**src/rtl/stc_pkg.sv**
```systemverilog
package stc_pkg;

  // ***************************************************
  // Register byte offsets
  // ***************************************************
  localparam logic [7:0] CTRL_OFS      = 8'h00;  // Control and start strobes
  localparam logic [7:0] DIV_OFS       = 8'h04;  // Offline divider values
  localparam logic [7:0] MASK_OFS      = 8'h08;  // Low-voltage reset masks
  localparam logic [7:0] WDG_OFS       = 8'h0c;  // Watchdog end count
  localparam logic [7:0] ERR_OFS       = 8'h10;  // Self-test error status
  localparam logic [7:0] IRQ_STAT_OFS  = 8'h14;  // Sticky event status
  localparam logic [7:0] IRQ_MASK_OFS  = 8'h18;  // Event mask
  localparam logic [7:0] STATE_OFS     = 8'h1c;  // Sequencer state

  // ***************************************************
  // Control bit positions
  // ***************************************************
  localparam int CTRL_ONLINE    = 0;  // Start online test, self-clearing
  localparam int CTRL_OFFLINE   = 1;  // Start offline test, self-clearing
  localparam int CTRL_PLL       = 2;  // Test runs with PLL enabled
  localparam int CTRL_P6        = 3;  // Include partition six
  localparam int CTRL_SHORT_SEQ = 4;  // External reset uses short sequence
  localparam int CTRL_W         = 5;

  // ***************************************************
  // Divider fields and reset values
  // ***************************************************
  localparam int         DIV_W      = 3;       // Width of one divider field
  localparam int         DIV_N      = 6;       // Dividers zero to five
  localparam logic [2:0] DIV_ONE    = 3'h0;    // Pattern for divide by one
  localparam logic [17:0] DIV_RESET = 18'h00000;
  localparam logic [15:0] WDG_RESET = 16'h0100;
  localparam int         PBRIDGE_MAX_KHZ = 66500;  // Divided clock ceiling

  // ***************************************************
  // Carriers
  // ***************************************************
  typedef struct packed {
    logic supply9;  // supply9_reset_mask
    logic supply4;  // supply4_reset_mask
    logic supply3;  // supply3_reset_mask
    logic supply2;  // supply2_reset_mask
  } stc_lvd_mask_t;

  typedef struct packed {
    logic pll_lock_error;    // pll_lock_error_flag
    logic watchdog_timeout;  // watchdog_timeout_flag
    logic hw_abort;          // hw_abort_flag
  } stc_err_t;

  typedef struct packed {
    logic supply9;      // supply9_destructive_flag set
    logic destructive;  // Destructive reset issued
    logic wdg_timeout;  // Watchdog end count reached
    logic done;         // Test finished cleanly
  } stc_evt_t;

  localparam logic [3:0] MASK_RESET = 4'h0;

  // Sequencer states
  typedef enum logic [2:0] {
    ST_IDLE, ST_OFFLINE, ST_STUCK, ST_ONLINE, ST_WAIT_WDG
  } stc_state_t;

endpackage

```
**src/rtl/stc_self_test_controller.sv**
```systemverilog
`timescale 1ns/1ns

// How it works
// - Offline test with non-unity divider blocks reset exit
// - Partition six with supply 2/3/4 mask: destructive reset
// - Supply-nine mask sets destructive flag, no reset
// - Reset in window waits for watchdog end count
// - That case: abort flag unchanged, watchdog timeout set
// - With PLL enabled, also set lock error
module stc_self_test_controller #(
  parameter int TEST_CYCLES = 256,  // Length of one test run
  parameter int P6_AT       = 128,  // Cycle where partition six ends
  parameter int WIN_START   = 16,   // First cycle of reset hazard window
  parameter int WIN_END     = 200   // Last cycle of reset hazard window
) (
  // Clock and reset
  input  wire  logic        pclk,
  input  wire  logic        presetn,
  // APB slave
  input  wire  logic        psel,
  input  wire  logic        penable,
  input  wire  logic        pwrite,
  input  wire  logic [7:0]  paddr,
  input  wire  logic [31:0] pwdata,
  output logic [31:0]       prdata,
  output logic              pready,
  output logic              pslverr,
  // Reset sources
  input  wire  logic        ext_reset_n,
  input  wire  logic        func_reset_req,
  input  wire  logic        hw_abort_req,
  // Status outputs
  output logic              destructive_reset,
  output logic              reset_exit_ok,
  output logic              test_busy,
  output logic              irq
);

  // ***************************************************
  // Elaboration checks
  // ***************************************************
  if (TEST_CYCLES < 4 || TEST_CYCLES > 65535 || P6_AT >= TEST_CYCLES ||
      WIN_START > WIN_END || WIN_END >= TEST_CYCLES) begin : g_bad
    $error("stc_self_test_controller: bad cycle parameters");
  end

  // ***************************************************
  // State
  // ***************************************************
  stc_pkg::stc_state_t    state;        // Sequencer state
  logic [stc_pkg::CTRL_W-1:0] ctrl;     // Control bits, starts read zero
  logic [17:0]            div_cfg;      // system_clock_divider_config
  stc_pkg::stc_lvd_mask_t lvd_mask;     // low_voltage_reset_mask
  logic [15:0]            wdg_end;      // watchdog_end_count
  stc_pkg::stc_err_t      err;          // selftest_error_status
  stc_pkg::stc_evt_t      evt_stat;     // Sticky events
  stc_pkg::stc_evt_t      evt_mask;     // Event mask
  stc_pkg::stc_evt_t      evt_set;      // Event pulses this cycle
  logic [15:0]            cnt;          // Test and watchdog counter
  logic                   ext_meta;     // Pin synchroniser stage one
  logic                   ext_sync;     // Pin synchroniser stage two
  logic                   div_all_one;  // Every divider at divide-by-one
  logic                   lvd_armed;    // Supply 2/3/4 masks arm a reset
  logic                   in_window;    // Counter in hazard window
  logic                   reset_hit;    // Short-seq or functional reset
  logic                   test_end;     // Last test cycle
  logic                   p6_hit;       // Partition six completes now
  logic                   wdg_end_hit;  // Watchdog end count reached
  logic [stc_pkg::DIV_N-1:0] div_is_one; // Per-field divide-by-one
  stc_pkg::stc_err_t      err_clr;      // Write-one-to-clear mask
  // APB decode
  logic wr_en;
  logic rd_acc;
  logic rd_setup;
  logic mapped;
  assign wr_en    = psel && penable && pwrite;
  assign rd_acc   = psel && penable && !pwrite;
  assign rd_setup = psel && !penable && !pwrite;
  assign pready   = 1'b1;
  assign mapped   = (paddr <= stc_pkg::STATE_OFS) && (paddr[1:0] == 2'b00);  // Aligned words up to state
  assign pslverr  = psel && penable && !mapped;
  assign err_clr  = (wr_en && paddr == stc_pkg::ERR_OFS) ? stc_pkg::stc_err_t'(pwdata[2:0]) : '0;
  // ***************************************************
  // Condition decode
  // ***************************************************
  // unity divider check
  for (genvar gi = 0; gi < stc_pkg::DIV_N; gi++) begin : g_div
    assign div_is_one[gi] = div_cfg[gi*stc_pkg::DIV_W +: stc_pkg::DIV_W] == stc_pkg::DIV_ONE;
  end
  assign div_all_one = &div_is_one;
  assign lvd_armed   = lvd_mask.supply4 || lvd_mask.supply3 || lvd_mask.supply2;
  assign in_window   = (cnt >= 16'(WIN_START)) && (cnt <= 16'(WIN_END));
  assign reset_hit   = (!ext_sync && ctrl[stc_pkg::CTRL_SHORT_SEQ]) || func_reset_req;
  assign test_end    = cnt == 16'(TEST_CYCLES - 1);
  assign p6_hit      = ctrl[stc_pkg::CTRL_P6] && (cnt == 16'(P6_AT));
  assign wdg_end_hit = cnt >= wdg_end;
  // Pin synchroniser
  always_ff @(posedge pclk or negedge presetn) begin
    if (!presetn) begin
      ext_meta <= 1'b1;
      ext_sync <= 1'b1;
    end else begin
      ext_meta <= ext_reset_n;
      ext_sync <= ext_meta;
    end
  end

  // ***************************************************
  // Sequencer
  // ***************************************************
  // State and counter
  always_ff @(posedge pclk or negedge presetn) begin
    if (!presetn) begin
      state <= stc_pkg::ST_IDLE;
      cnt   <= 16'h0000;
    end else begin
      case (state)
        stc_pkg::ST_IDLE: begin
          cnt <= 16'h0000;
          if (wr_en && paddr == stc_pkg::CTRL_OFS && pwdata[stc_pkg::CTRL_OFFLINE]) begin
            state <= stc_pkg::ST_OFFLINE;
          end else if (wr_en && paddr == stc_pkg::CTRL_OFS && pwdata[stc_pkg::CTRL_ONLINE]) begin
            state <= stc_pkg::ST_ONLINE;
          end
        end
        stc_pkg::ST_OFFLINE: begin
          cnt <= cnt + 16'h0001;
          if (test_end) begin
            state <= div_all_one ? stc_pkg::ST_IDLE : stc_pkg::ST_STUCK;
          end
        end
        stc_pkg::ST_STUCK: begin
          state <= stc_pkg::ST_STUCK;  // Held until the next reset
        end
        stc_pkg::ST_ONLINE: begin
          cnt <= cnt + 16'h0001;
          if (p6_hit && lvd_armed) begin
            state <= stc_pkg::ST_IDLE;
          end else if (reset_hit && in_window) begin
            state <= stc_pkg::ST_WAIT_WDG;
            cnt   <= 16'h0000;
          end else if (hw_abort_req || test_end) begin
            state <= stc_pkg::ST_IDLE;
          end
        end
        stc_pkg::ST_WAIT_WDG: begin
          cnt <= cnt + 16'h0001;
          if (wdg_end_hit) begin
            state <= stc_pkg::ST_IDLE;
          end
        end
        default: begin
          state <= stc_pkg::ST_IDLE;
        end
      endcase
    end
  end
  // Event pulses from sequencer
  always_comb begin
    evt_set             = '0;
    evt_set.done        = (state == stc_pkg::ST_ONLINE) && test_end && !(p6_hit && lvd_armed) &&
                          !(reset_hit && in_window) && !hw_abort_req;
    evt_set.destructive = (state == stc_pkg::ST_ONLINE) && p6_hit && lvd_armed;
    evt_set.wdg_timeout = (state == stc_pkg::ST_WAIT_WDG) && wdg_end_hit;
    evt_set.supply9     = evt_set.done && lvd_mask.supply9;
  end
  // Destructive reset and status outputs
  always_ff @(posedge pclk or negedge presetn) begin
    if (!presetn) begin
      destructive_reset <= 1'b0;
      reset_exit_ok     <= 1'b1;
      test_busy         <= 1'b0;
    end else begin
      destructive_reset <= evt_set.destructive;
      reset_exit_ok     <= (state != stc_pkg::ST_STUCK) &&
                           !((state == stc_pkg::ST_OFFLINE) && test_end && !div_all_one);
      test_busy         <= (state == stc_pkg::ST_ONLINE) || (state == stc_pkg::ST_WAIT_WDG) ||
                           (state == stc_pkg::ST_OFFLINE);
    end
  end
  // Error flags, write one to clear, set wins
  always_ff @(posedge pclk or negedge presetn) begin
    if (!presetn) begin
      err <= '0;
    end else begin
      err.hw_abort <= (err.hw_abort && !err_clr.hw_abort) ||
                      ((state == stc_pkg::ST_ONLINE) && hw_abort_req && !(reset_hit && in_window));
      err.watchdog_timeout <= (err.watchdog_timeout && !err_clr.watchdog_timeout) || evt_set.wdg_timeout;
      err.pll_lock_error <= (err.pll_lock_error && !err_clr.pll_lock_error) ||
                            (evt_set.wdg_timeout && ctrl[stc_pkg::CTRL_PLL]);
    end
  end

  // Sticky events, cleared by reading, set wins
  always_ff @(posedge pclk or negedge presetn) begin
    if (!presetn) begin
      evt_stat <= '0;
    end else if (rd_acc && paddr == stc_pkg::IRQ_STAT_OFS) begin
      evt_stat <= evt_set;
    end else begin
      evt_stat <= evt_stat | evt_set;
    end
  end

  // Interrupt output
  always_ff @(posedge pclk or negedge presetn) begin
    if (!presetn) begin
      irq <= 1'b0;
    end else begin
      irq <= |(evt_stat & evt_mask);
    end
  end

  // ***************************************************
  // Register writes and reads
  // ***************************************************
  // Configuration registers
  always_ff @(posedge pclk or negedge presetn) begin
    if (!presetn) begin
      ctrl     <= '0;
      div_cfg  <= stc_pkg::DIV_RESET;
      lvd_mask <= stc_pkg::MASK_RESET;
      wdg_end  <= stc_pkg::WDG_RESET;
      evt_mask <= '0;
    end else if (wr_en) begin
      case (paddr)
        stc_pkg::CTRL_OFS:     ctrl     <= {pwdata[stc_pkg::CTRL_W-1:2], 2'h0};
        stc_pkg::DIV_OFS:      div_cfg  <= pwdata[17:0];
        stc_pkg::MASK_OFS:     lvd_mask <= stc_pkg::stc_lvd_mask_t'(pwdata[3:0]);
        stc_pkg::WDG_OFS:      wdg_end  <= pwdata[15:0];
        stc_pkg::IRQ_MASK_OFS: evt_mask <= stc_pkg::stc_evt_t'(pwdata[3:0]);
        default: ;
      endcase
    end
  end

  // Read data captured in the setup cycle
  always_ff @(posedge pclk or negedge presetn) begin
    if (!presetn) begin
      prdata <= 32'h0000_0000;
    end else if (rd_setup) begin
      case (paddr)
        stc_pkg::CTRL_OFS:     prdata <= {27'h0, ctrl};
        stc_pkg::DIV_OFS:      prdata <= {14'h0, div_cfg};
        stc_pkg::MASK_OFS:     prdata <= {28'h0, lvd_mask};
        stc_pkg::WDG_OFS:      prdata <= {16'h0, wdg_end};
        stc_pkg::ERR_OFS:      prdata <= {29'h0, err};
        stc_pkg::IRQ_STAT_OFS: prdata <= {28'h0, evt_stat | evt_set};
        stc_pkg::IRQ_MASK_OFS: prdata <= {28'h0, evt_mask};
        stc_pkg::STATE_OFS:    prdata <= {29'h0, state};
        default:               prdata <= 32'h0000_0000;
      endcase
    end
  end

  // ***************************************************
  // Assertions
  // ***************************************************
  bad_div_stuck_a: assert property (@(posedge pclk) disable iff (!presetn)
    (state == stc_pkg::ST_OFFLINE && test_end && !div_all_one) |=> (state == stc_pkg::ST_STUCK && !reset_exit_ok))
    else $error("offline run with bad divider left reset");
  good_div_exit_a: assert property (@(posedge pclk) disable iff (!presetn)
    (state == stc_pkg::ST_OFFLINE && test_end && div_all_one) |=> ##1 reset_exit_ok)
    else $error("offline run with unity dividers did not exit");
  p6_reset_a: assert property (@(posedge pclk) disable iff (!presetn)
    (state == stc_pkg::ST_ONLINE && p6_hit && lvd_armed) |=> destructive_reset ##1 !destructive_reset)
    else $error("partition six reset missing");
  no_spurious_rst_a: assert property (@(posedge pclk) disable iff (!presetn)
    destructive_reset |-> $past(lvd_armed) && $past(state == stc_pkg::ST_ONLINE))
    else $error("destructive reset without cause");
  supply9_flag_a: assert property (@(posedge pclk) disable iff (!presetn)
    (evt_set.done && lvd_mask.supply9) |=> (evt_stat.supply9 && !destructive_reset))
    else $error("supply nine flag not set");
  wait_wdg_a: assert property (@(posedge pclk) disable iff (!presetn)
    (state == stc_pkg::ST_ONLINE && reset_hit && in_window && !(p6_hit && lvd_armed))
    |=> (state == stc_pkg::ST_WAIT_WDG && cnt == 16'h0000))
    else $error("reset in window did not wait");
  timeout_flags_a: assert property (@(posedge pclk) disable iff (!presetn)
    (state == stc_pkg::ST_WAIT_WDG && wdg_end_hit) |=> (err.watchdog_timeout && $stable(err.hw_abort)
    && state == stc_pkg::ST_IDLE))
    else $error("timeout flags wrong");
  pll_lock_a: assert property (@(posedge pclk) disable iff (!presetn)
    (state == stc_pkg::ST_WAIT_WDG && wdg_end_hit && ctrl[stc_pkg::CTRL_PLL]) |=> err.pll_lock_error)
    else $error("lock error not set");
  unmapped_err_a: assert property (@(posedge pclk) disable iff (!presetn)
    (psel && penable && !mapped) |-> pslverr && pready)
    else $error("unmapped access not refused");

endmodule // stc_self_test_controller

```
**config.mk**
```make
export PLATFORM = sky130hd
export DESIGN_NAME = stc_self_test_controller
export DESIGN_NICKNAME = d
export VERILOG_FILES = /design/src/rtl/stc_pkg.sv /design/src/rtl/stc_self_test_controller.sv
export SDC_FILE = /design/constraint.sdc
export NUM_CORES = 1
export LEC_CHECK = 0
export BUFFER_PORTS_ARGS = -buffer_cell sky130_fd_sc_hd__buf_2
export CAP_MARGIN = 10
export CORE_AREA = 4 4 126 128
export CTS_CLUSTER_SIZE = 12
export DETAILED_ROUTE_END_ITERATION = 6
export DIE_AREA = 0 0 130 132
export PLACE_DENSITY_LB_ADDON = 0.1
export SLEW_MARGIN = 30
export SYNTH_ARGS = -nofsm -noshare
export SYNTH_HDL_FRONTEND = slang
export SYNTH_SLANG_ARGS = --single-unit
```
**constraint.sdc**
```tcl
create_clock -name pclk -period 2 [get_ports pclk]
set_input_delay 0.3 -clock pclk [delete_from_list [all_inputs] [get_ports pclk]]
set_output_delay 0.3 -clock pclk [all_outputs]
set_load 0.01 [all_outputs]
```
* Word-level counts from Yosys, hierarchy flattened
Index checks and enable logic that the tools add are counted.
** Word-level totals
- Flip-flop bits (word level) :: 109
- Bits of input ports :: 48
- Output and inout port bits :: 38
- Word-level logic and storage cells :: 141
** Operators by class
- $add $sub $neg :: 1
- Order comparisons :: 4
- Equal/unequal tests :: 18
- Multiplexer cells :: 15
- Bitwise operators :: 2
- Reductions and logical operators :: 74
** Operators with widths (number)
- 18-bit case mux with 8 select lines :: 1
- 16-bit case mux with 3 select lines :: 1
- 1-bit logical AND :: 34
- 16-bit by 8-bit == test with 1-bit output, second input constant :: 2
- 8-bit by 5-bit == test with 1-bit output, second input constant :: 4
- 16-bit 2-to-1 mux :: 2
- 3-bit 2-to-1 mux :: 8
- 3-bit logical NOT :: 7
- 16-bit by 1-bit adder with 16-bit output, second input constant :: 1
- 8-bit by 4-bit == test with 1-bit output, second input constant :: 2
- 16-bit >= comparator :: 1
- 16-bit by 5-bit >= comparator with 1-bit output, second input constant :: 1
- 16-bit by 8-bit <= comparator with 1-bit output, second input constant :: 1
- 3-bit case mux with 5 select lines :: 1
- 1-bit logical NOT :: 12
- 2-bit AND reduction :: 5
- 1-bit logical OR :: 9
- 8-bit by 3-bit == test with 1-bit output, second input constant :: 1
- 8-bit by 5-bit <= comparator with 1-bit output, second input constant :: 1
- 8-bit logical NOT :: 1
- 3-bit by 2-bit == test with 1-bit output, second input constant :: 2
- 6-bit AND reduction :: 1
- 4-bit AND :: 1
- 4-bit 2-to-1 mux :: 1
- 13 further kinds :: 14

* Depth between registers and ports, before layout
Gate-level depths: netlist of the first run.
- Depth in word-level cells :: 10
- Mapped depth :: 8
- Gate-level depth less buffers :: 7

* Worst setup path before layout of the first run
Ideal clock, no wire load.
- Path kind :: register to register
- Start point :: register cnt[0]
- End point :: register err[2] (netlist name)
- Setup time :: 122 ps
- Arrival :: 1950 ps
- Required time :: 1878 ps
- Path slack :: -72 ps
- Cell stages (with the launch flop) :: 8
- Path buffers :: 0
- Clock period less this slack :: 2072 ps
- Cell sequence :: dfrtp_1 -> inv_1 -> ha_1 -> nand2b_1 -> a2111oi_0 -> a2111oi_0 -> or3_1 -> a32o_1
** Between the ends
- Word-level cells in the longest chain between the ends :: 4
** Ends and longest elaborated chain
- from (decl) :: line stc_self_test_controller.sv:59 : logic [15:0] cnt;
- from (signal assigned) :: line stc_self_test_controller.sv:127 : cnt <= cnt + 16'h0001;
- from (signal assigned) :: line stc_self_test_controller.sv:136 : cnt <= cnt + 16'h0001;
- from (signal assigned) :: line stc_self_test_controller.sv:147 : cnt <= cnt + 16'h0001;
- 16-bit >= comparator :: line stc_self_test_controller.sv:96 : assign wdg_end_hit = cnt >= wdg_end;
- 1-bit logical AND :: line stc_self_test_controller.sv:164 : evt_set.wdg_timeout = (state == stc_pkg::ST_WAIT_WDG) && wdg_end_hit;
- 1-bit logical AND :: line stc_self_test_controller.sv:190 : (evt_set.wdg_timeout && ctrl[stc_pkg::CTRL_PLL]);
- 1-bit logical OR :: line stc_self_test_controller.sv:189 : err.pll_lock_error <= (err.pll_lock_error && !err_clr.pll_lock_error) ||
- to (decl) :: line stc_self_test_controller.sv:55 : stc_pkg::stc_err_t err;
No other way between the ends.
A chain may end at the register's enable or synchronous reset.

* Worst setup path after layout of the first run
- Start point :: register cnt[5]
- End point :: register cnt[5]
** Between the ends
- Word-level cells in the longest chain between the ends :: 6
- Elaborated cells on any way between the ends :: 11
- Those cells by class :: 1 x add/sub; 2 x order compare; 1 x eq/ne; 3 x mux; 4 x reduce/logical
** Ends and longest elaborated chain
- 16-bit by 5-bit >= comparator with 1-bit output / 16-bit by 8-bit <= comparator with 1-bit output (equally long branches) :: line stc_self_test_controller.sv:92 : assign in_window = (cnt >= 16'(WIN_START)) && (cnt <= 16'(WIN_END));
- 1-bit logical AND :: line stc_self_test_controller.sv:92
- 1-bit logical AND :: line stc_self_test_controller.sv:139 : end else if (reset_hit && in_window) begin
- 16-bit 2-to-1 mux :: line stc_self_test_controller.sv:139
- 16-bit 2-to-1 mux :: line stc_self_test_controller.sv:137 : if (p6_hit && lvd_armed) begin
- 16-bit case mux with 3 select lines (*) :: line stc_self_test_controller.sv:117 : case (state)
Every way passes the cells marked *; elsewhere a longest branch is shown, timed or not.

==> flow_metrics.py, run 1 <==
metrics = {
    "synth": {
        "seq_area_frac_synth_pct": 47.02,
        "synth_top_cell_by_area": "dfrtp_1",
        "async_flop_share_pct": 100.0,
        "syn-cell-area_um2": 5066,
        "syn_inst": 487,
        "syn_area_per_cell_um2": 10.40,
        "yosys_warnings": 0,
        "yosysUniqueCellTypes": 61,
        "yosysTopAreaCellShare_pct": 44.95,
        "synthFlopType": "dfrtp_1",
        "synth-seq-cells": 95,
        "synth.most_common_cell": "dfrtp_1",
        "synth_edf_count": 0,
        "synth_commonest_cells": "91 x dfrtp_1, 48 x nand2_1, 38 x mux2_2, 28 x inv_1, 20 x a21oi_1",
        "ys_top_cells_by_area": "dfrtp_1 45%, mux2_2 8.4%, ha_1 4.4%",
    },
    "clock_tree": {
        "clk_latency_ns": 0.35,
        "numCtsBuffers": 9,
        "cts.sinks": 95,
        "root_buffer": "clkbuf_16",
        "cts.clk_slew.worst_paths_ns": 0.07,
        "cts_tree": "done",
        "clockBufferDepth": 2,
        "h-tree-depth": 3,
    },
    "worst_setup_path": {
        "critical-path-max-stage-delay_ns": 0.39,
        "arrival_ns": 2.23,
        "critPathRequiredTime_ns": 2.20,
        "crit_type": "reg -> reg",
        "critPathSlowestCell": "or3_4",
        "crit_path_cell_trace": "or3_4, o31a_1, nor4_4, a41o_1, buf_6, a311oi_2",
        "worstSetupStartpointType": "flop",
        "path_max_fanout": 6,
        "critPathBufInv": 1,
        "crit_path_end_kind": "flop",
        "crit_family": "simple AND/OR/NAND/NOR gates",
    },
    "timing": {
        "finalCriticalPeriod_ns": 2.033,
        "slew_viol_final": 0,
        "fin_ws_ns": -0.03278,
        "setup_viol": 9,
        "rsz0062_at_grt": "true",
        "report.final.hold_viol_count": 0,
        "fin_tns_setup_ns": -0.1358,
        "fin_skew_ns": 0.009387,
        "finalCritPeriodShare_pct": 101.6,
        "worstMarginPinSlew_ns": 0.6264,
        "fmax_mhz": 491.9,
        "slew_headroom_pct": 58.24,
    },
    "placement": {
        "hpwl_um": 11210,
        "numPortBuffers": 56,
        "dp.cells": 785,
        "place_congestion": 0.8621,
    },
    "global_route": {
        "antenna_found_initial": 0,
        "grt-ovfl-total": 0,
        "grt.total_usage_pct": 17.75,
        "grt_pass1_wl_um": 23680,
        "first_global_vias": 4271,
        "grt_max_degree": 41,
    },
    "run": {
        "cap_violations": 0,
    },
    "layout": {
        "syn_to_final_growth_pct": 29.96,
        "instances_no_fill": 806,
        "ff_latch_area_um2": 2387,
        "multi_input_area_um2": 2623,
        "nFillCells": 1447,
        "fin_nets": 679,
        "num_antenna_cells": 0,
        "drive_gt1_share_pct": 37.06,
    },
    "floorplan": {
        "die_y_um": 132,
        "chipWidth_um": 130,
        "core_um2": 14860,
        "start_util_pct": 34.08,
        "row_count": 45,
        "io_pins": 86,
        "die_area_um2": 17160,
    },
    "power": {
        "power.density_nw_per_um2": 603.1,
        "ir_drop_mv": 0.3347,
        "p_leak_nw": 3.145,
    },
    "hold_path": {
        "hold_path.class": "in -> reg",
    },
    "drt": {
        "drt_pre_antenna_iters": 4,
        "routed_wl_um": 14630,
        "drt_iter0_drc": 281,
        "drc": 0,
        "post_drt_via_cell_ratio": 5.129,
        "detail-route-antenna-nets": 0,
        "num_vias": 4134,
        "wl_per_cell_um": 18.15,
    },
    "status": {
        "violations": "negative setup slack",
        "status": "finished with violations",
    },
}
-- placed cells by master, fill, tap and decap left out, types with 15 or more instances in the layout --
master   synthesis  layout
conb_1           2      15
a21oi_1         20      19
buf_4           15      76
ha_1            18      17
mux2_2          38      38
nor2_1          19      19
dfrtp_1         91      87
buf_2            2      55
inv_1           28      27
nand2_1         48      48
-- metal layers --
metal / routed length, µm / up-vias / share of wire (%) / GRT usage (%)
met5: 0 / - / 0 / 0
met4: 262 / 0 / 1.8 / 6.120
met3: 772 / 16 / 5.3 / 3.282
met2: 6749 / 105 / 46 / 26.53
met1: 6845 / 1984 / 47 / 25.74
li1: - / 2029 / - / -
-- registers in the layout, summed over array words and instances (netlist names), 4 cells and up --
signal	flops
lvd_mask	4
evt_mask	4
div_cfg	18
cnt	16
evt_stat	4
wdg_end	16
prdata	18
-- area by class of cell --
cell class	instances	area share [%]
multi-input cells	341	39.83
flip-flops and latches	95	36.26
repair buffers	138	14.29
well taps	188	3.573
clock buffers	9	3.421
inverters	28	1.596
clock inverters	7	1.026
-- metrics by stage --
stage | worst slack, ns | hold slack, ns | area, µm² | util (%) | total power [mW]
global route | -0.1087 | 0.03469 | 6584 | 44.29 | 4.153
floorplan | 0.01163 | 0.004409 | 5127 | - | 2.140
CTS | -0.07322 | 0.03228 | 6467 | 43.51 | 4.043
detailed placement | -0.1899 | 0.2762 | 6047 | 40.68 | 2.302
finish | -0.03278 | 0.04961 | 6584 | 44.29 | 3.971
global placement | -0.1001 | 0.2659 | 6047 | 40.68 | 2.297
-- timing repair --
action | CTS | global route
hold buffers | 1 | 0
pin swaps | 8 | 11
hold endpoints to repair | 26 | 0
gates resized for setup | 16 | 20
setup buffers | 2 | 2
setup endpoints to repair | 18 | 23
-- worst reg2reg max path, delay by kind of cell (launching register included) --
| family | cells | cell delay (ns) |
|---|---|---|
| AO/OA/AOI/OAI | 3 | 0.61 |
| flip-flops | 1 | 0.38 |
| AND/OR/NAND/NOR | 2 | 0.74 |
| buffers and inverters | 1 | 0.15 |
-- power by group --
group / leakage, nW / switching (mW) / internal [mW]
Combinational: 1.71 / 0.186 / 0.126
Clock: 0.138 / 0.819 / 0.872
Sequential: 1.29 / 0.0211 / 1.95
-- final timing paths --
| path | start | end | slack (ns) | cells after the start |
|---|---|---|---|---|
| worst max-delay path | cnt[5] | cnt[5] | -0.03 | 6 |
| worst min-delay path | ext_reset_n | ext_meta | 0.05 | 1 |
| worst max register to register | cnt[5] | cnt[5] | -0.03 | 6 |
| worst min register to register | ext_meta | ext_sync | 0.36 | 0 |
| max in group asynchronous | presetn | div_cfg[13] | 0.90 | 3 |
| min in group asynchronous | presetn | test_busy | 0.43 | 2 |
-- cell families after synthesis --
family	share of synthesized area, %
AO/OA/AOI/OAI	15.34
XOR/XNOR	0.1729
adder cells (fa/ha/maj)	4.446
buffers and inverters	6.051
flip-flops	47.02
multiplexers	11.48
other	0.1482
AND/OR/NAND/NOR	15.34
No activity file was read; power rests on OpenSTA's default activity.
==> run 2, diff against run 1 <==
--- a/config.mk
+++ b/config.mk
@@ -5,12 +5,13 @@
 export SDC_FILE = /design/constraint.sdc
 export NUM_CORES = 1
 export LEC_CHECK = 0
+export ABC_AREA = 1
 export BUFFER_PORTS_ARGS = -buffer_cell sky130_fd_sc_hd__buf_2
 export CAP_MARGIN = 10
-export CORE_AREA = 4 4 126 128
+export CORE_AREA = 5 5 129 131
 export CTS_CLUSTER_SIZE = 12
 export DETAILED_ROUTE_END_ITERATION = 6
-export DIE_AREA = 0 0 130 132
+export DIE_AREA = 0 0 134 136
 export PLACE_DENSITY_LB_ADDON = 0.1
 export SLEW_MARGIN = 30
 export SYNTH_ARGS = -nofsm -noshare
==> run 2 against run 1 <==
Against the previous run: the run ends with negative hold slack left; largest cell class unchanged; clock skew barely moved; worst hold slack got worse by 0.058 ns; fmax rose by 12%; synthesized cell count rose by 39%; critical path type unchanged; worst setup slack improved by 0.22 ns.
==> flow_metrics.py, run 2 <==
metrics = {
    "floorplan": {
        "core_um2": 15480,
        "io_pins": 86,
        "row_count": 46,
        "die_area_um2": 18220,
        "chipWidth_um": 134,
        "start_util_pct": 34.13,
        "die_y_um": 136,
    },
    "timing": {
        "rsz0062_at_grt": "false",
        "timing.hold.ws_ns": -0.008229,
        "finalCriticalPeriod_ns": 1.816,
        "fmax_mhz": 550.6,
        "report.final.hold_viol_count": 3,
        "fin_tns_setup_ns": 0,
        "slew_headroom_pct": 61.43,
        "slew_viol_final": 0,
        "fin_ws_ns": 0.1839,
        "fin_skew_ns": 0.009703,
        "setup_viol": 0,
        "worstMarginPinSlew_ns": 0.5779,
        "finalCritPeriodShare_pct": 90.81,
    },
    "power": {
        "ir_drop_mv": 0.4123,
        "p_leak_nw": 3.047,
        "power.density_nw_per_um2": 792.7,
    },
    "worst_setup_path": {
        "regToRegSetupSlack_ns": 0.18,
        "worstSetupStartpointType": "flop",
        "r2r_cells": 14,
        "reg2reg_to": "prdata[1]",
        "crit_path_end_kind": "flop",
        "crit_path_end": "prdata[1]",
        "path_max_fanout": 3,
        "reg2reg_from": "wdg_end[8]",
        "arrival_ns": 2.10,
        "critPathRequiredTime_ns": 2.29,
        "critPathLaunch": "wdg_end[8]",
        "crit_type": "reg -> reg",
    },
    "synth": {
        "synth_top_cell_by_area": "dfrtp_1",
        "async_flop_share_pct": 100.0,
        "synth-seq-cells": 95,
        "yosys_warnings": 0,
        "synthFlopType": "dfrtp_1",
        "synth_edf_count": 0,
        "syn_area_per_cell_um2": 7.782,
        "synth.most_common_cell": "nand2_1",
        "syn-cell-area_um2": 5284,
        "synth_commonest_cells": "184 x nand2_1, 95 x inv_1, 91 x dfrtp_1, 62 x o21ai_0, 38 x nor2_1",
        "ys_top_cells_by_area": "dfrtp_1 43%, nand2_1 13%, inv_1 6.7%",
        "syn_inst": 679,
        "seq_area_frac_synth_pct": 45.09,
        "yosysUniqueCellTypes": 39,
        "yosysTopAreaCellShare_pct": 43.10,
    },
    "status": {
        "violations": "negative hold slack",
        "status": "finished with violations",
    },
    "clock_tree": {
        "h-tree-depth": 3,
        "cts_tree": "done",
        "clockBufferDepth": 2,
        "cts.sinks": 95,
        "clk_latency_ns": 0.35,
        "numCtsBuffers": 9,
        "root_buffer": "clkbuf_16",
        "hold_buffers": 0,
        "cts.clk_slew.worst_paths_ns": 0.06,
    },
    "global_route": {
        "grt_pass1_wl_um": 23320,
        "antenna_found_initial": 0,
        "first_global_vias": 4498,
        "grt_max_degree": 96,
        "grt-ovfl-total": 0,
        "grt.total_usage_pct": 16.36,
    },
    "layout": {
        "syn_to_final_growth_pct": 16.05,
        "final_common_cell": "nand2_1",
        "final_cell_mix": "183 x nand2_1, 95 x inv_1, 90 x dfrtp_1",
        "num_antenna_cells": 0,
        "fin_nets": 813,
        "nFillCells": 1647,
        "top_regs": "div_cfg (18), prdata (18)",
        "drive_gt1_share_pct": 17.98,
    },
    "drt": {
        "wl_per_cell_um": 15.28,
        "num_vias": 4522,
        "detail-route-antenna-nets": 0,
        "post_drt_via_cell_ratio": 4.795,
        "drc": 0,
        "drt_pre_antenna_iters": 5,
        "routed_wl_um": 14410,
        "drt_iter0_drc": 326,
    },
    "placement": {
        "place_congestion": 0.8426,
        "numPortBuffers": 56,
        "dp_slack_ns": 0.08541,
        "hpwl_um": 10970,
    },
    "hold_path": {
        "hold_path.class": "in -> async",
    },
    "run": {
        "cap_violations": 0,
    },
}
[run 2: cell type report]
type                            instances  area (µm²)  share of cell area (%)
Multi-Input combinational cell        466        2401                   39.16
Sequential cell                        95        2384                   38.87
Timing Repair Buffer                   73       422.9                   6.897
Inverter                              102       385.4                   6.284
Clock buffer                           12       256.5                   4.183
Tap cell                              192       240.2                   3.918
Clock inverter                          3       42.54                  0.6937
[run 2: power breakdown]
group,total [mW],internal [mW],switching (mW),leakage [nW]
sequential,2.11,2.02,0.0866,1.25
combinational,1.00,0.324,0.678,1.65
clock,1.75,1.03,0.724,0.145
[run 2: timing repair]
item	4_1_cts	5_1_grt
gates resized for setup	0	5
setup endpoints to repair	0	12
buffers inserted	0	1
[run 2: logic make-up after synthesis]
logic type               share of synthesized area (%)
adder cells (fa/ha/maj)                          4.262
AND/OR/NAND/NOR                                  27.02
AO/OA/AOI/OAI                                    11.65
XOR/XNOR                                         1.160
other                                           0.1421
buffers and inverters                            10.68
flip-flops                                       45.09
[run 2: metrics by stage]
step	hold slack [ns]	power [mW]	instances	cell area, µm²	utilization, %
after floorplan	0.004409	2.791	692	5333	-
after global placement	0.3483	3.127	927	5809	37.52
after global routing	0.04095	5.153	943	6132	39.61
after CTS	0.03024	4.939	942	6108	39.45
final	-0.008229	4.861	943	6132	39.61
after detailed placement	0.3489	3.148	927	5809	37.52
[run 2: worst min-delay path by stage]
stage	from	end	slack, ns	cells after the start
6_report	presetn	cnt[11]	-0.008	2
4_1_cts	presetn	cnt[3]	0.03	2
3_3_place_gp	ext_meta	ext_sync	0.35	0
2_1_floorplan	presetn	cnt[0]	0.004	0
5_1_grt	ext_reset_n	ext_meta	0.04	1
3_5_place_dp	ext_meta	ext_sync	0.35	0
[run 2: worst max-delay path, cell delays in order (launching register included)]
cell,delay (ns)
dfstp_2,0.53
inv_1,0.06
ha_1,0.28
nand4_1,0.09
nor2_1,0.12
nand2_1,0.07
inv_1,0.05
nand2_1,0.06
nand2_1,0.11
nand2_2,0.10
nand2_1,0.08
nand2_1,0.04
nand2_1,0.06
nand2_1,0.04
nand2_1,0.05
[run 2: metal layers]
metal	global-route usage (%)	share of wire (%)	up-vias
met2	25.21	44	109
met1	23.06	49	2099
met4	6.743	2.5	0
met5	0	0	-
met3	2.480	4.4	23
li1	-	-	2291
==> run 3, diff against run 2 <==
--- a/config.mk
+++ b/config.mk
@@ -5,13 +5,12 @@
 export SDC_FILE = /design/constraint.sdc
 export NUM_CORES = 1
 export LEC_CHECK = 0
-export ABC_AREA = 1
 export BUFFER_PORTS_ARGS = -buffer_cell sky130_fd_sc_hd__buf_2
 export CAP_MARGIN = 10
-export CORE_AREA = 5 5 129 131
+export CORE_AREA = 5 5 127 129
 export CTS_CLUSTER_SIZE = 12
 export DETAILED_ROUTE_END_ITERATION = 6
-export DIE_AREA = 0 0 134 136
+export DIE_AREA = 0 0 132 134
 export PLACE_DENSITY_LB_ADDON = 0.1
 export SLEW_MARGIN = 30
 export SYNTH_ARGS = -nofsm -noshare
==> run 3 against run 2 <==
Against the previous run: the run now ends clean; fmax decreased by 8.9%; clock power increased by 3%; die area decreased by 2.9%; routed wire length increased by 2.4%; largest power group unchanged; sequential cell count unchanged; utilization increased by 5.1 points; clock-buffer cell count decreased by 3; largest cell class unchanged.
==> flow_metrics.py, run 3 (same netlist as run 1, synthesis figures left out) <==
metrics = {
    "status": {
        "status": "finished clean",
    },
    "run": {
        "cap_violations": 0,
    },
    "layout": {
        "final_common_cell": "dfrtp_1",
        "fin_nets": 679,
        "final_cell_mix": "88 x dfrtp_1, 76 x buf_4, 55 x buf_2",
        "syn_to_final_growth_pct": 31.71,
        "num_antenna_cells": 0,
        "drive_gt1_share_pct": 38.41,
        "nFillCells": 1435,
        "instances_no_fill": 805,
        "top_regs": "div_cfg (18), prdata (18)",
        "postLayoutCellArea_um2": 6673,
    },
    "floorplan": {
        "start_util_pct": 33.95,
        "die_area_um2": 17690,
        "io_pins": 86,
        "core_um2": 14920,
        "chipWidth_um": 132,
        "die_y_um": 134,
        "row_count": 45,
    },
    "placement": {
        "hpwl_um": 11240,
        "dp.cells": 785,
        "place_congestion": 0.8484,
        "dp_slack_ns": -0.1472,
        "placed_area_um2": 6085,
        "numPortBuffers": 56,
    },
    "clock_tree": {
        "numCtsBuffers": 9,
        "cts.clk_slew.worst_paths_ns": 0.07,
        "root_buffer": "clkbuf_16",
        "clk_latency_ns": 0.35,
        "cts_tree": "done",
        "cts.sinks": 95,
        "clockBufferDepth": 2,
        "h-tree-depth": 3,
    },
    "drt": {
        "wl_per_cell_um": 18.34,
        "drc": 0,
        "drt_pre_antenna_iters": 4,
        "drt_iter0_drc": 313,
        "post_drt_via_cell_ratio": 5.210,
        "num_vias": 4194,
        "routed_wl_um": 14760,
        "detail-route-antenna-nets": 0,
    },
    "global_route": {
        "grt_max_degree": 35,
        "busiest_layer": "met2",
        "grt.total_usage_pct": 17.26,
        "grt-ovfl-total": 0,
        "grt_use_met3_pct": 3.001,
        "use_met2_pct": 26.28,
        "grt_pass1_wl_um": 24180,
        "antenna_found_initial": 0,
        "first_global_vias": 4232,
        "met1_usage_pct": 24.86,
    },
    "hold_path": {
        "hold_end": "ext_meta",
        "hp-start": "ext_reset_n",
        "hold_path.class": "in -> reg",
        "hold_depth": 1,
    },
    "timing": {
        "slew_headroom_pct": 58.13,
        "report.final.hold_viol_count": 0,
        "setup_viol": 0,
        "finalCritPeriodShare_pct": 99.70,
        "fin_skew_ns": 0.009490,
        "finalCriticalPeriod_ns": 1.994,
        "timing.hold.ws_ns": 0.04947,
        "slew_viol_final": 0,
        "worstMarginPinSlew_ns": 0.6281,
        "fin_ws_ns": 0.005997,
        "rsz0062_at_grt": "true",
        "fmax_mhz": 501.5,
    },
    "power": {
        "ir_drop_mv": 0.3716,
        "power.density_nw_per_um2": 612.5,
        "p_leak_nw": 3.163,
    },
    "worst_setup_path": {
        "reg2reg_from": "cnt[0]",
        "arrival_ns": 2.24,
        "critical-path-max-stage-delay_ns": 0.39,
        "regToRegSetupSlack_ns": 0.006,
        "crit_path_end_kind": "flop",
        "r2r_cells": 7,
        "crit_top_cell": "a2111oi_4",
        "critPathSlowestCell": "dfrtp_1",
        "path_max_fanout": 4,
        "worstSetupStartpointType": "flop",
        "reg2reg_to": "err[2]",
        "crit_type": "reg -> reg",
        "critPathRequiredTime_ns": 2.25,
        "crit_path_cell_trace": "inv_2, ha_4, nand2b_4, a2111oi_4, a2111oi_4, or3_4, a32o_1",
    },
}
## run 3: power by group
| part | internal (mW) | leakage (nW) | switching [mW] |
|---|---|---|---|
| registers | 1.95 | 1.30 | 0.0207 |
| clock network | 0.988 | 0.146 | 0.818 |
| logic | 0.125 | 1.72 | 0.188 |
## run 3: final cells by class
cell class | instances | area [µm²] | area share (%)
Sequential cell | 95 | 2386 | 35.76
Timing Repair Buffer | 138 | 967.2 | 14.49
Inverter | 28 | 105.1 | 1.575
Multi-Input combinational cell | 341 | 2676 | 40.11
Clock buffer | 9 | 225.2 | 3.375
Clock inverter | 6 | 77.57 | 1.163
Tap cell | 188 | 235.2 | 3.525
## run 3: through the flow
| step | power, mW | utilization, % | setup TNS [ns] |
|---|---|---|---|
| 2_1_floorplan | 2.140 | - | 0 |
| 3_3_place_gp | 2.298 | 40.78 | -1.402 |
| 3_5_place_dp | 2.303 | 40.78 | -1.538 |
| 4_1_cts | 4.150 | 43.48 | -0.08185 |
| 5_1_grt | 4.278 | 44.72 | -0.6129 |
| 6_report | 4.087 | 44.72 | 0 |
## run 3: per-layer routing
metal	vias to the layer above	wire, µm
met5	-	0
met4	0	246
met3	19	718
met2	106	6800
met1	2043	6997
li1	2026	-
## run 3: worst max-delay path by stage
stage	depth (start not counted)	endpoint	start	slack (ns)
2_1_floorplan	6	cnt[5]	cnt[5]	0.01
3_3_place_gp	7	cnt[5]	cnt[10]	-0.12
3_5_place_dp	6	err[2]	cnt[14]	-0.15
4_1_cts	6	cnt[5]	cnt[5]	-0.03
5_1_grt	7	err[2]	cnt[0]	-0.09
6_report	7	err[2]	cnt[0]	0.006
## run 3: timing repair
action | 4_1_cts | 5_1_grt
setup endpoints to repair | 18 | 21
hold endpoints to repair | 25 | 0
gates resized for setup | 11 | 29
buffers inserted | 2 | 2
hold buffers | 1 | 0
pin swaps | 4 | 9
## run 3: worst max-delay path: cells and delay by family, from the launching register on
kind                     cells  cell delay (ns)
AO/OA/AOI/OAI                3             0.70
AND/OR/NAND/NOR              2             0.52
flip-flops                   1             0.39
adder cells (fa/ha/maj)      1             0.19
buffers and inverters        1             0.09
